===== src/dlk_pkg.sv =====
// Package for the debug lockout and debug register bank: constants and carriers
package dlk_pkg;

  // Debug register byte addresses in the 64-Kbyte space
  localparam logic [15:0] DLK_ADDR_INSTR    = 16'hFF00;
  localparam logic [15:0] DLK_ADDR_STATUS   = 16'hFF01;
  localparam logic [15:0] DLK_ADDR_SHIFT_HI = 16'hFF02;
  localparam logic [15:0] DLK_ADDR_SHIFT_LO = 16'hFF03;
  localparam logic [15:0] DLK_ADDR_ADDR_HI  = 16'hFF04;
  localparam logic [15:0] DLK_ADDR_ADDR_LO  = 16'hFF05;
  localparam logic [15:0] DLK_ADDR_CCR_HOLD = 16'hFF06;

  // Shadow word location while visible
  localparam logic [15:0] DLK_ADDR_SHADOW_HI = 16'h0FC0;
  localparam logic [15:0] DLK_ADDR_SHADOW_LO = 16'h0FC1;

  // Status register field positions
  localparam int DLK_ST_PERMIT  = 7;
  localparam int DLK_ST_ACTIVE  = 6;
  localparam int DLK_ST_TAG     = 5;
  localparam int DLK_ST_SVALID  = 4;
  localparam int DLK_ST_TRACE   = 3;
  localparam int DLK_ST_CLKSEL  = 2;

  // Hardware/firmware flag position in the instruction register
  localparam int DLK_INSTR_HWFW = 7;

  // Lockout-off bit position inside the shadow high byte
  localparam int DLK_SHADOW_LOCK_BIT = 7;

  // Status bits that any write may change
  localparam logic [7:0] DLK_ST_FREE_MASK = 8'hB8;

  // Values after reset
  localparam logic [7:0]  DLK_RST_STATUS = 8'h00;
  localparam logic [7:0]  DLK_RST_BYTE   = 8'h00;
  localparam logic [15:0] DLK_RST_WORD   = 16'h0000;

  // Cycles held after reset before the shadow byte and mode pins are trusted
  localparam logic [2:0] DLK_LOAD_CYCLES = 3'h4;

  // Reset level of a synchronised pin: mode select idles high
  localparam logic DLK_PIN_IDLE = 1'b1;

  // Block phase after reset
  typedef enum logic [0:0] {
    DLK_LOAD,
    DLK_RUN
  } dlk_phase_e;

  // Debug-space access from the serial hardware
  typedef struct packed {
    logic        valid;
    logic        write;
    logic [15:0] addr;
    logic [7:0]  wdata;
  } dlk_dbg_req_s;

  // Shadow word program or erase request from the EEPROM controller
  typedef struct packed {
    logic        prog;
    logic        erase;
    logic [15:0] addr;
    logic [7:0]  data;
  } dlk_nv_req_s;

  // Command passed on to the nonvolatile array
  typedef struct packed {
    logic       prog;
    logic       erase;
    logic [7:0] data;
  } dlk_nv_cmd_s;

  // Synchroniser state
  typedef struct packed {
    logic s1;
    logic s2;
    logic s3;
    logic q;
  } dlk_sync_s;

  // Main block state
  typedef struct packed {
    dlk_phase_e  phase;
    logic [2:0]  load_cnt;
    logic        lockout_off;
    logic [7:0]  instr;
    logic [7:0]  status;
    logic [15:0] shift;
    logic [15:0] addr_tmp;
    logic [7:0]  ccr_hold;
    logic [7:0]  rdata;
    logic        ack;
    dlk_nv_cmd_s nv_cmd;
    logic        reset_vec_ok;
  } dlk_state_s;

endpackage : dlk_pkg


===== src/dlk_pin_sync.sv =====
// Three-stage pin synchroniser with agreement filter
`timescale 1ns/1ns
`default_nettype none
module dlk_pin_sync
  import dlk_pkg::*;
(
  input  wire logic clk,    // Bus clock
  input  wire logic srst,   // Synchronous reset
  input  wire logic pin_in, // Asynchronous pin level
  output logic      level   // Filtered level
);

  dlk_sync_s st_ff;
  dlk_sync_s nxt_st;

  // First stage feeds only the second; output follows once stages 2 and 3 agree
  always_comb begin
    nxt_st    = st_ff;
    nxt_st.s1 = pin_in;
    nxt_st.s2 = st_ff.s1;
    nxt_st.s3 = st_ff.s2;
    if (st_ff.s2 == st_ff.s3) begin
      nxt_st.q = st_ff.s3;
    end
  end

  // State register
  always_ff @(posedge clk) begin
    if (srst) begin
      st_ff <= '{s1: DLK_PIN_IDLE, s2: DLK_PIN_IDLE, s3: DLK_PIN_IDLE, q: DLK_PIN_IDLE};
    end else begin
      st_ff <= nxt_st;
    end
  end

  assign level = st_ff.q;

endmodule : dlk_pin_sync
`default_nettype wire


===== src/dlk_debug_lockout.sv =====
// Debug lockout control and the background debug register bank
`timescale 1ns/1ns
`default_nettype none
module dlk_debug_lockout
  import dlk_pkg::*;
(
  input  wire logic         clk,                   // Bus clock, 100 MHz
  input  wire logic         srst,                  // Synchronous system reset
  input  wire logic         special_mode_select_n, // Mode pin, low in special modes
  input  wire logic         single_chip_pin,       // Mode pin, high for single chip
  input  wire logic [7:0]   shadow_word_hi,        // Shadow high byte from the array
  input  wire logic         shadow_protect,        // Shadow write protect bit
  input  wire logic         shadow_hide,           // Shadow hide bit
  input  wire dlk_nv_req_s  nv_req,                // Shadow program or erase request
  input  wire dlk_dbg_req_s dbg_req,               // Debug-space read or write
  input  wire logic         instr_load,            // Serial decoder loads instruction
  input  wire logic [7:0]   instr_value,           // Decoded instruction byte
  input  wire logic         shift_load,            // Serial shift completed
  input  wire logic [15:0]  shift_value,           // Word shifted in
  input  wire logic         addr_load,             // Command address received
  input  wire logic [15:0]  addr_value,            // Address word
  input  wire logic         enter_req,             // Request to enter active debug
  input  wire logic         tag_go,                // Tagging go command
  input  wire logic         trace_req,             // Trace one instruction command
  input  wire logic         ccr_save,              // Processor saves condition codes
  input  wire logic [7:0]   ccr_value,             // Condition codes to save
  output logic [7:0]        dbg_rdata,             // Read data
  output logic              dbg_ack,               // Access done, one cycle
  output logic              debug_lockout_off,     // One when debug is usable
  output logic              debug_map_active,      // Debug registers in map
  output logic              clock_source_select,   // One selects bus E clock
  output logic              shadow_visible,        // Shadow word mapped at 0FC0
  output dlk_nv_cmd_s       nv_cmd,                // Program or erase to the array
  output logic              reset_vector_ok,       // Reset vector fetch allowed
  output logic [7:0]        debug_status,          // Status register contents
  output logic [7:0]        cond_code_holding      // Saved condition codes
);

  logic smode_n_sync;
  logic single_sync;
  logic special_mode;
  logic special_single;
  logic dbg_hit;
  logic [7:0] rd_mux;
  logic [7:0] st_wr;
  logic wr_hwfw;
  logic shadow_addr_hit;
  logic shadow_open;
  logic prog_ok;
  logic erase_ok;
  logic host_wr;
  logic wr_instr;
  logic wr_status;
  logic wr_shift_hi;
  logic wr_shift_lo;
  logic wr_addr_hi;
  logic wr_addr_lo;
  logic wr_ccr;

  dlk_state_s st_ff;
  dlk_state_s nxt_st;

  // Mode pins come from outside the clock domain
  dlk_pin_sync u_sync_smode (
    .clk    (clk),
    .srst   (srst),
    .pin_in (special_mode_select_n),
    .level  (smode_n_sync)
  );

  dlk_pin_sync u_sync_single (
    .clk    (clk),
    .srst   (srst),
    .pin_in (single_chip_pin),
    .level  (single_sync)
  );

  // Mode decode
  assign special_mode   = ~smode_n_sync;
  assign special_single = special_mode & single_sync;

  // Shadow word access qualifiers; protect and hide both guard against a stray write
  always_comb begin
    shadow_addr_hit = (nv_req.addr == DLK_ADDR_SHADOW_HI) || (nv_req.addr == DLK_ADDR_SHADOW_LO);
    shadow_open     = special_mode & ~shadow_protect & ~shadow_hide;
    // Only the high byte carries lockout state
    prog_ok         = nv_req.prog & shadow_open & (nv_req.addr == DLK_ADDR_SHADOW_HI);
    // Refused in special single chip so a locked part cannot unlock itself
    erase_ok        = nv_req.erase & shadow_open & ~special_single & shadow_addr_hit;
  end

  // Readback mux; unmapped addresses return zero
  always_comb begin
    dbg_hit = 1'b1;
    if (dbg_req.addr == DLK_ADDR_INSTR) begin
      rd_mux = st_ff.instr;
    end else if (dbg_req.addr == DLK_ADDR_STATUS) begin
      rd_mux = st_ff.status;
    end else if (dbg_req.addr == DLK_ADDR_SHIFT_HI) begin
      rd_mux = st_ff.shift[15:8];
    end else if (dbg_req.addr == DLK_ADDR_SHIFT_LO) begin
      rd_mux = st_ff.shift[7:0];
    end else if (dbg_req.addr == DLK_ADDR_ADDR_HI) begin
      rd_mux = st_ff.addr_tmp[15:8];
    end else if (dbg_req.addr == DLK_ADDR_ADDR_LO) begin
      rd_mux = st_ff.addr_tmp[7:0];
    end else if (dbg_req.addr == DLK_ADDR_CCR_HOLD) begin
      rd_mux = st_ff.ccr_hold;
    end else begin
      rd_mux  = DLK_RST_BYTE;
      dbg_hit = 1'b0;
    end
  end

  // Host write strobes; an unmapped address raises none, so that write is dropped
  always_comb begin
    host_wr     = dbg_req.valid & dbg_req.write & dbg_hit;
    wr_instr    = 1'b0;
    wr_status   = 1'b0;
    wr_shift_hi = 1'b0;
    wr_shift_lo = 1'b0;
    wr_addr_hi  = 1'b0;
    wr_addr_lo  = 1'b0;
    wr_ccr      = 1'b0;
    if (host_wr) begin
      if (dbg_req.addr == DLK_ADDR_INSTR) begin
        wr_instr = 1'b1;
      end else if (dbg_req.addr == DLK_ADDR_STATUS) begin
        wr_status = 1'b1;
      end else if (dbg_req.addr == DLK_ADDR_SHIFT_HI) begin
        wr_shift_hi = 1'b1;
      end else if (dbg_req.addr == DLK_ADDR_SHIFT_LO) begin
        wr_shift_lo = 1'b1;
      end else if (dbg_req.addr == DLK_ADDR_ADDR_HI) begin
        wr_addr_hi = 1'b1;
      end else if (dbg_req.addr == DLK_ADDR_ADDR_LO) begin
        wr_addr_lo = 1'b1;
      end else begin
        wr_ccr = 1'b1;
      end
    end
  end

  // Status write merge: free bits always, active and clock select gated by the flag
  always_comb begin
    wr_hwfw = st_ff.instr[DLK_INSTR_HWFW];
    st_wr   = (st_ff.status & ~DLK_ST_FREE_MASK) | (dbg_req.wdata & DLK_ST_FREE_MASK);
    if (!wr_hwfw) begin
      st_wr[DLK_ST_ACTIVE] = dbg_req.wdata[DLK_ST_ACTIVE];
    end
    if (wr_hwfw) begin
      st_wr[DLK_ST_CLKSEL] = dbg_req.wdata[DLK_ST_CLKSEL];
    end
    st_wr[1:0] = 2'h0;
  end

  // Next state
  always_comb begin
    nxt_st        = st_ff;
    nxt_st.ack    = 1'b0;
    nxt_st.nv_cmd = '0;
    case (st_ff.phase)
      DLK_LOAD: begin
        // Wait for the mode synchronisers to settle before latching strap state
        if (st_ff.load_cnt == DLK_LOAD_CYCLES) begin
          nxt_st.phase       = DLK_RUN;
          nxt_st.lockout_off = shadow_word_hi[DLK_SHADOW_LOCK_BIT];
          // Firmware permits debug in special single chip
          if (special_single && shadow_word_hi[DLK_SHADOW_LOCK_BIT]) begin
            nxt_st.status[DLK_ST_PERMIT] = 1'b1;
          end
          // Armed lockout blocks reset vector fetch in special single chip
          nxt_st.reset_vec_ok = ~(special_single & ~shadow_word_hi[DLK_SHADOW_LOCK_BIT]);
        end else begin
          nxt_st.load_cnt = st_ff.load_cnt + 3'h1;
        end
      end
      DLK_RUN: begin
        // Shadow programming only in special modes, unprotected and visible
        if (prog_ok) begin
          nxt_st.nv_cmd.prog = 1'b1;
          nxt_st.nv_cmd.data = nv_req.data;
        end
        // Erase removes lockout; refused in special single chip
        if (erase_ok) begin
          nxt_st.nv_cmd.erase = 1'b1;
        end
        // Serial hardware loads
        if (instr_load) begin
          nxt_st.instr = instr_value;
        end
        if (shift_load) begin
          nxt_st.shift = shift_value;
        end
        if (addr_load) begin
          nxt_st.addr_tmp = addr_value;
        end
        if (ccr_save) begin
          nxt_st.ccr_hold = ccr_value;
        end
        // Host debug-space access; a host write wins over a same-cycle data load
        if (dbg_req.valid) begin
          nxt_st.ack   = 1'b1;
          nxt_st.rdata = dbg_req.write ? DLK_RST_BYTE : rd_mux;
        end
        if (wr_instr) begin
          nxt_st.instr = dbg_req.wdata;
        end
        if (wr_status) begin
          nxt_st.status = st_wr;
        end
        if (wr_shift_hi) begin
          nxt_st.shift[15:8] = dbg_req.wdata;
        end
        if (wr_shift_lo) begin
          nxt_st.shift[7:0] = dbg_req.wdata;
        end
        if (wr_addr_hi) begin
          nxt_st.addr_tmp[15:8] = dbg_req.wdata;
        end
        if (wr_addr_lo) begin
          nxt_st.addr_tmp[7:0] = dbg_req.wdata;
        end
        if (wr_ccr) begin
          nxt_st.ccr_hold = dbg_req.wdata;
        end
        // Hardware flag sets come after the host write: a set and a clear in one
        // cycle leave the flag set, so a shift finishing under a status write is kept
        if (shift_load) begin
          nxt_st.status[DLK_ST_SVALID] = 1'b1;
        end
        // Tagging and trace are firmware features, dead while the lockout is armed
        if (tag_go && st_ff.lockout_off) begin
          nxt_st.status[DLK_ST_TAG] = 1'b1;
        end
        if (trace_req && st_ff.lockout_off) begin
          nxt_st.status[DLK_ST_TRACE] = 1'b1;
        end
        // Entry needs permit and no lockout; it clears tagging and beats a clear
        if (enter_req && st_ff.status[DLK_ST_PERMIT] && st_ff.lockout_off) begin
          nxt_st.status[DLK_ST_ACTIVE] = 1'b1;
          nxt_st.status[DLK_ST_TAG]    = 1'b0;
        end
        // Lockout forces the active bit low whatever was written
        if (!st_ff.lockout_off) begin
          nxt_st.status[DLK_ST_ACTIVE] = 1'b0;
        end
      end
      default: begin
        nxt_st.phase = DLK_LOAD;
      end
    endcase
  end

  // State register
  always_ff @(posedge clk) begin
    if (srst) begin
      st_ff.phase        <= DLK_LOAD;
      st_ff.load_cnt     <= 3'h0;
      st_ff.lockout_off  <= 1'b0;
      st_ff.instr        <= DLK_RST_BYTE;
      st_ff.status       <= DLK_RST_STATUS;
      st_ff.shift        <= DLK_RST_WORD;
      st_ff.addr_tmp     <= DLK_RST_WORD;
      st_ff.ccr_hold     <= DLK_RST_BYTE;
      st_ff.rdata        <= DLK_RST_BYTE;
      st_ff.ack          <= 1'b0;
      st_ff.nv_cmd       <= '0;
      st_ff.reset_vec_ok <= 1'b0;
    end else begin
      st_ff <= nxt_st;
    end
  end

  // Visibility follows the hide bit directly; registered to keep outputs clean
  logic shadow_vis_ff;
  always_ff @(posedge clk) begin
    if (srst) begin
      shadow_vis_ff <= 1'b0;
    end else begin
      shadow_vis_ff <= ~shadow_hide;
    end
  end

  // Outputs straight from state flops
  assign dbg_rdata           = st_ff.rdata;
  assign dbg_ack             = st_ff.ack;
  assign debug_lockout_off   = st_ff.lockout_off;
  assign debug_map_active    = st_ff.status[DLK_ST_ACTIVE];
  assign clock_source_select = st_ff.status[DLK_ST_CLKSEL];
  assign shadow_visible      = shadow_vis_ff;
  assign nv_cmd              = st_ff.nv_cmd;
  assign reset_vector_ok     = st_ff.reset_vec_ok;
  assign debug_status        = st_ff.status;
  assign cond_code_holding   = st_ff.ccr_hold;

endmodule : dlk_debug_lockout
`default_nettype wire


===== config.mk =====
export PLATFORM = sky130hd
export DESIGN_NAME = dlk_debug_lockout
export DESIGN_NICKNAME = d
export VERILOG_FILES = /design/src/dlk_pkg.sv /design/src/dlk_pin_sync.sv /design/src/dlk_debug_lockout.sv
export SDC_FILE = /design/constraint.sdc
export NUM_CORES = 1
export LEC_CHECK = 0
export BUFFER_PORTS_ARGS = -buffer_cell sky130_fd_sc_hd__buf_2
export CAP_MARGIN = 20
export CORE_AREA = 2 2 101 94
export DETAILED_ROUTE_END_ITERATION = 8
export DIE_AREA = 0 0 103 96
export PLACE_DENSITY_LB_ADDON = 0.1
export SLEW_MARGIN = 20
export SYNTH_ARGS = -nofsm -noshare
export SYNTH_HDL_FRONTEND = slang
export SYNTH_SLANG_ARGS = --single-unit

===== constraint.sdc =====
create_clock -name clk -period 4.4 [get_ports clk]
set_clock_uncertainty 0.15 [all_clocks]
set_input_delay 0 -clock clk [delete_from_list [all_inputs] [get_ports clk]]
set_output_delay 0 -clock clk [all_outputs]
set_load 0.03 [all_outputs]

# Yosys cells after proc, flatten, opt, wreduce, memory -nomap -nowiden
# Cells that the tools add are included.
# Widths: inputs -> output; s select.
# classes
n_addsub	1
eq_ne	16
n_mux	77
bitwise_logic	21
reduce_logical	32
# op_table
cell	n
$mux 8	17
$eq 16x16->1 const B	7
$mux 1	54
$eq 16x12->1 const B	2
$mux 16	2
$reduce_and 2->1	14
$reduce_bool 2->1	8
$and 1x1->1	11
$not 1->1	9
$or 7x8->8	1
$ne 2x2->1 const B	3
$logic_and 1x1->1	5
$mux 5	1
$add 3x1->3 const B	1
$eq 3x3->1 const B	1
$mux 3	1
$ne 3x2->1 const B	1
$reduce_and 3->1	1
$reduce_bool 3->1	1
$reduce_or 3->1	1
$eq 1x1->1	2
$mux 2	1
$pmux 1 s2	1
$reduce_or 2->1	1
$logic_or 1x1->1	1
# totals
ff_bits	88
in_bits	121
output_inout_bits	40
elab_cells	177

# Longest topological paths before layout
# logic_depth
depth_word	14
ltp_mapped	7
mapped_depth_nobuf	6

# Cells and area by module
# A second synthesis with hierarchy kept.
# hier_totals
cells_unflattened	573
area_unflattened_um2	4899.7
# modules_own_cells
module	n_inst	cells_per_inst	area_each_um2	seq_area_each_um2
dlk_debug_lockout	1	553	4669.5	1601.5
dlk_pin_sync	2	10	115.1	80.1

# Worst setup path before layout
# OpenSTA, ideal clock, no wires.
# synth_timing
kind	input port to flip-flop
start	in dbg_req[12] (netlist bit)
end	reg st_ff[28] (netlist bit)
setup_ns	0.086
arrival_ns	1.650
t_required_ns	4.164
slack_ns	2.514
path_stages	7
n_path_buf	2
path_cell_list	nand4bb_1 buf_6 or3_1 or4_1 buf_2 mux2i_1 a211oi_1
# synth_between
elab_chain_len	12
elab_cells_between_ends	25
cone_classes	eq/ne (7); mux (15); bitwise (1); reduce/logical (2)
# synth_rtl
element	line	rtl
start: declaration	dlk_debug_lockout.sv:15	input wire dlk_dbg_req_s dbg_req,
$eq 16x16->1	dlk_debug_lockout.sv:107	end else if (dbg_req.addr == DLK_ADDR_CCR_HOLD) begin
$mux 1	dlk_debug_lockout.sv:107	
$mux 1	dlk_debug_lockout.sv:105	end else if (dbg_req.addr == DLK_ADDR_ADDR_LO) begin
$mux 1	dlk_debug_lockout.sv:103	end else if (dbg_req.addr == DLK_ADDR_ADDR_HI) begin
$mux 1	dlk_debug_lockout.sv:101	end else if (dbg_req.addr == DLK_ADDR_SHIFT_LO) begin
$mux 1	dlk_debug_lockout.sv:99	end else if (dbg_req.addr == DLK_ADDR_SHIFT_HI) begin
$mux 1	dlk_debug_lockout.sv:97	end else if (dbg_req.addr == DLK_ADDR_STATUS) begin
$mux 1	dlk_debug_lockout.sv:95	if (dbg_req.addr == DLK_ADDR_INSTR) begin
$and 1x1->1	dlk_debug_lockout.sv:117	host_wr = dbg_req.valid & dbg_req.write & dbg_hit;
$mux 1 *	dlk_debug_lockout.sv:125	if (host_wr) begin
$reduce_bool 2->1 (no line)	n/a	
$reduce_and 2->1 (no line)	n/a	
end signal: assignment	dlk_debug_lockout.sv:271	st_ff <= nxt_st;
end: declaration	dlk_debug_lockout.sv:60	dlk_state_s st_ff;
# Every way passes the cells marked *; elsewhere a longest branch is shown, timed or not.
# A chain may end at the register's enable or synchronous reset.

# Final worst setup path
# layout_timing
start	in dbg_req[14] (netlist bit)
end	reg st_ff[51] (netlist bit)
# Same word-level chain as after synthesis.

==> results_dict.tcl <==
set metrics [dict create \
    grt_overflow 0 \
    fp.dieH_um 96 \
    dr_wl_met3_um 1480 \
    hpwlAfterDp_um 10900 \
    antenna_found_initial 0 \
    vdd_ir_drop_max_uv 289 \
    grtUsageTotal_pct 32.8 \
    highest_layer "met4" \
    clk_latency_ns 0.36 \
    cts_tree "yes" \
    ys_ff_latch 88 \
    syn_to_final_growth_pct 36.3 \
    syn_inst 557 \
    finalHoldViolCount 0 \
    grt_max_degree 49 \
    numCtsBuffers 9 \
    crit_chain "buf_2 > nand4bb_1 > nor4_1 > nand2_1 > a21oi_1 > a311oi_1 > dlygate4sd3_1" \
    setup_viol 0 \
    holdPathStages 3 \
    rsz0062_at_grt "false" \
    cts_sinks 88 \
    ys_seq_area_share_pct 37.1 \
    finalNonFillerCells 884 \
    routed_wl_um 16200 \
    r2r_start "st_ff[80]$_SDFF_PP0_" \
    status "complete, no violations" \
    reg2reg_depth 7 \
    yosysTopAreaCell "dfxtp_1" \
    core_sq_mm 0.00884 \
    wl_per_cell_um 18.3 \
    viasPerCell 5.75 \
    insertedDiodeCount 0 \
    syn-mean-instance-area_sq_um 8.52 \
    synth_edf_count 0 \
    worst-setup-path-type "input pin to register" \
    crit_path_start_kind "input pin" \
    worst_hold_slack_ns 0.0178 \
    worst-path-max-fanout 12 \
    r2r-end "debug_status[3]$_SDFFE_PP0P_" \
    worst_slew_pin_slew_ns 1.02 \
    place_inst 771 \
    rows 33 \
    io_buffers 151 \
    boundaryPins 161 \
    p_total_mw 1.83 \
    synthTopCellsByArea "dfxtp_1 (37%), buf_4 (5.5%), nor2_1 (3.8%), nand2_1 (3.6%), nor3_1 (3.5%)" \
    async_reset_ff_share_pct 0 \
    slew_headroom_pct 32.0 \
    hold_buffers 97 \
    drt-pass1-iter-count 7 \
    finalSetupTns_ns 0 \
    wl_met1_um 7000 \
    clkSlewWorstSetupHoldPaths_ns 0.09 \
    place.gp.congestion 1.05 \
    fin_nets 880 \
    multiInputGateArea_sq_mm 0.00245 \
    cts-root-buf "clkbuf_8" \
    max_freq_mhz 314 \
    cellPowerDensity_mw_per_mm2 282 \
    cpPeakStageDelay_ns 0.70 \
    p_leak_nw 2.75 \
    dieArea_sq_mm 0.00989 \
    ctsResizeCount 0 \
    drive_above_1_share_pct 27.6 \
    holdPathEnd "cond_code_holding[7]$_SDFFE_PP0P_" \
    yosys.cell_types.count 70 \
    slew_violations 0 \
    end_kind "register" \
    cp_data_arrival_time_ns 3.29 \
    vias 5083 \
    htree_num_levels 3 \
    drt_first_iter_violations 418 \
    hp-start "ccr_save" \
    grt_pass1_vias 4775 \
    drtAntennaViolNets 0 \
    hp-class "input pin to register" \
    num-fill-cells 716 \
    seqCellArea_sq_mm 0.00176 \
    period_needed_ns 3.19 \
    synth.top_cell.area_share_pct 37.1 \
    yosysWarnings 0 \
    grt_pass1_wl_um 24400 \
    synth_ff_type "dfxtp_1" \
    reg2reg_slack_ns 1.29 \
    postCtsSetupRepairBufs 0 \
    synth_area_sq_mm 0.00475 \
    cp_slowest_cell "nor4_1" \
    route.met2.wl_um 7360 \
    maxCapViolations 0 \
    start_util_pct 53.7 \
    cp.required_ns 4.51 \
    die_x_um 103 \
    period_share_pct 72.4 \
    clockBufferDepth 2 \
    drc 0 \
]
## worst max path at each step
stage	cells after the start	slack, ns	start	endpoint
floorplan	7	2.51	dbg_req[12]	st_ff[28]$_SDFFE_PP0P_
global placement	6	1.55	dbg_req[14]	st_ff[44]$_SDFFE_PP0P_
detailed placement	6	1.54	dbg_req[14]	st_ff[47]$_SDFFE_PP0P_
CTS	7	1.37	st_ff[80]$_SDFF_PP0_	debug_status[3]$_SDFFE_PP0P_
global route	7	1.04	dbg_req[14]	st_ff[48]$_SDFFE_PP0P_
finish	7	1.21	dbg_req[14]	st_ff[51]$_SDFFE_PP0P_
## registers in the layout (all words and copies together) (netlist names), named ones only
register and flops:
dbg_rdata 8, u_sync_single.nxt_st 2, st_ff 44, nv_cmd 10, debug_lockout_off 1, debug_status 5, u_sync_smode.level 1, u_sync_single.level 1
u_sync_single.st_ff 1, reset_vector_ok 1, dbg_ack 1, cond_code_holding 8, shadow_visible 1, u_sync_smode.nxt_st 2, u_sync_smode.st_ff 1
## worst max-delay path, delay by kind of cell
kind            cells  cell delay (ns)
simple gates        3             1.68
compound gates      2             0.89
buf+inv             2             0.71
## cells in the mapped netlist, drive strengths merged (2+ instances only)
| cell | instances |
|---|---|
| a211oi | 9 |
| nand4 | 2 |
| clkbuf | 19 |
| a32oi | 5 |
| or4 | 2 |
| a221oi | 3 |
| a31oi | 9 |
| dfxtp | 88 |
| o211ai | 3 |
| mux2 | 6 |
| nand2 | 45 |
| ha | 2 |
| nand3 | 10 |
| a2111oi | 24 |
| nand3b | 2 |
| nor4 | 9 |
| o31ai | 2 |
| nor3 | 33 |
| a22oi | 3 |
| and3 | 3 |
| buf | 45 |
| or2 | 6 |
| a311oi | 9 |
| nor4bb | 3 |
| o221a | 8 |
| o21bai | 2 |
| and2 | 12 |
| a41oi | 2 |
| a21oi | 28 |
| nand4bb | 2 |
| or3 | 2 |
| o21ai | 13 |
| mux2i | 14 |
| nor4b | 3 |
| nand2b | 13 |
| nor2 | 51 |
| inv | 40 |
| o21a | 2 |
| a22o | 5 |
| a31o | 2 |
## placed cells by master, fill, tap and decap left out, drive strengths merged, types with 3 or more instances in the layout
cell	count
a2111oi	24
a211oi	9
a21oi	28
a221oi	3
a22o	5
a22oi	3
a311oi	9
a31oi	9
a32oi	5
and2	12
and3	3
buf	155
clkbuf	12
dfxtp	88
dlygate4sd3	97
inv	40
mux2	6
mux2i	14
nand2	45
nand2b	13
nand3	10
nor2	51
nor3	33
nor4	9
nor4b	3
nor4bb	3
o211ai	3
o21ai	13
o221a	8
or2	6
## final cells by class
class	instances	area share, %
clock buffers	12	2.24
clock inverters	4	0.831
inverters	40	2.32
multi-input cells	366	37.9
flip-flops and latches	88	27.2
well taps	122	2.36
repair buffers	252	27.1
## routing by layer
| metal | vias up | track usage (%) |
|---|---|---|
| met4 | 0 | 7.68 |
| met3 | 29 | 6.39 |
| met5 | - | 0 |
| met2 | 267 | 52.9 |
| met1 | 2393 | 45.5 |
| li1 | 2394 | - |
## kinds of logic (layout without fill, tap and decap cells)
logic type	count (synthesis)	after routing	synth area share (%)
simple gates	204	204	23.3
compound gates	137	137	23.0
buf+inv	104	308	11.5
flops	88	88	37.1
mux	20	20	4.38
fa+ha+maj	2	2	0.527
other cells	1	2	0.0790
xor+xnor	1	1	0.185
## per-stage QoR
| stage | cell area (sq um) | worst slack, ns | util, % |
|---|---|---|---|
| floorplan | 4750 | 2.51 | - |
| global placement | 5300 | 1.55 | 59.9 |
| detailed placement | 5300 | 1.54 | 59.9 |
| CTS | 6460 | 1.37 | 73.2 |
| global route | 6470 | 1.04 | 73.2 |
| finish | 6470 | 1.21 | 73.2 |
## report_power, final
group / internal, mW / switching [mW]
registers: 0.844 / 0.0403
clock network: 0.280 / 0.296
logic: 0.174 / 0.192
Note: power is estimated with default switching activity, not from simulation.
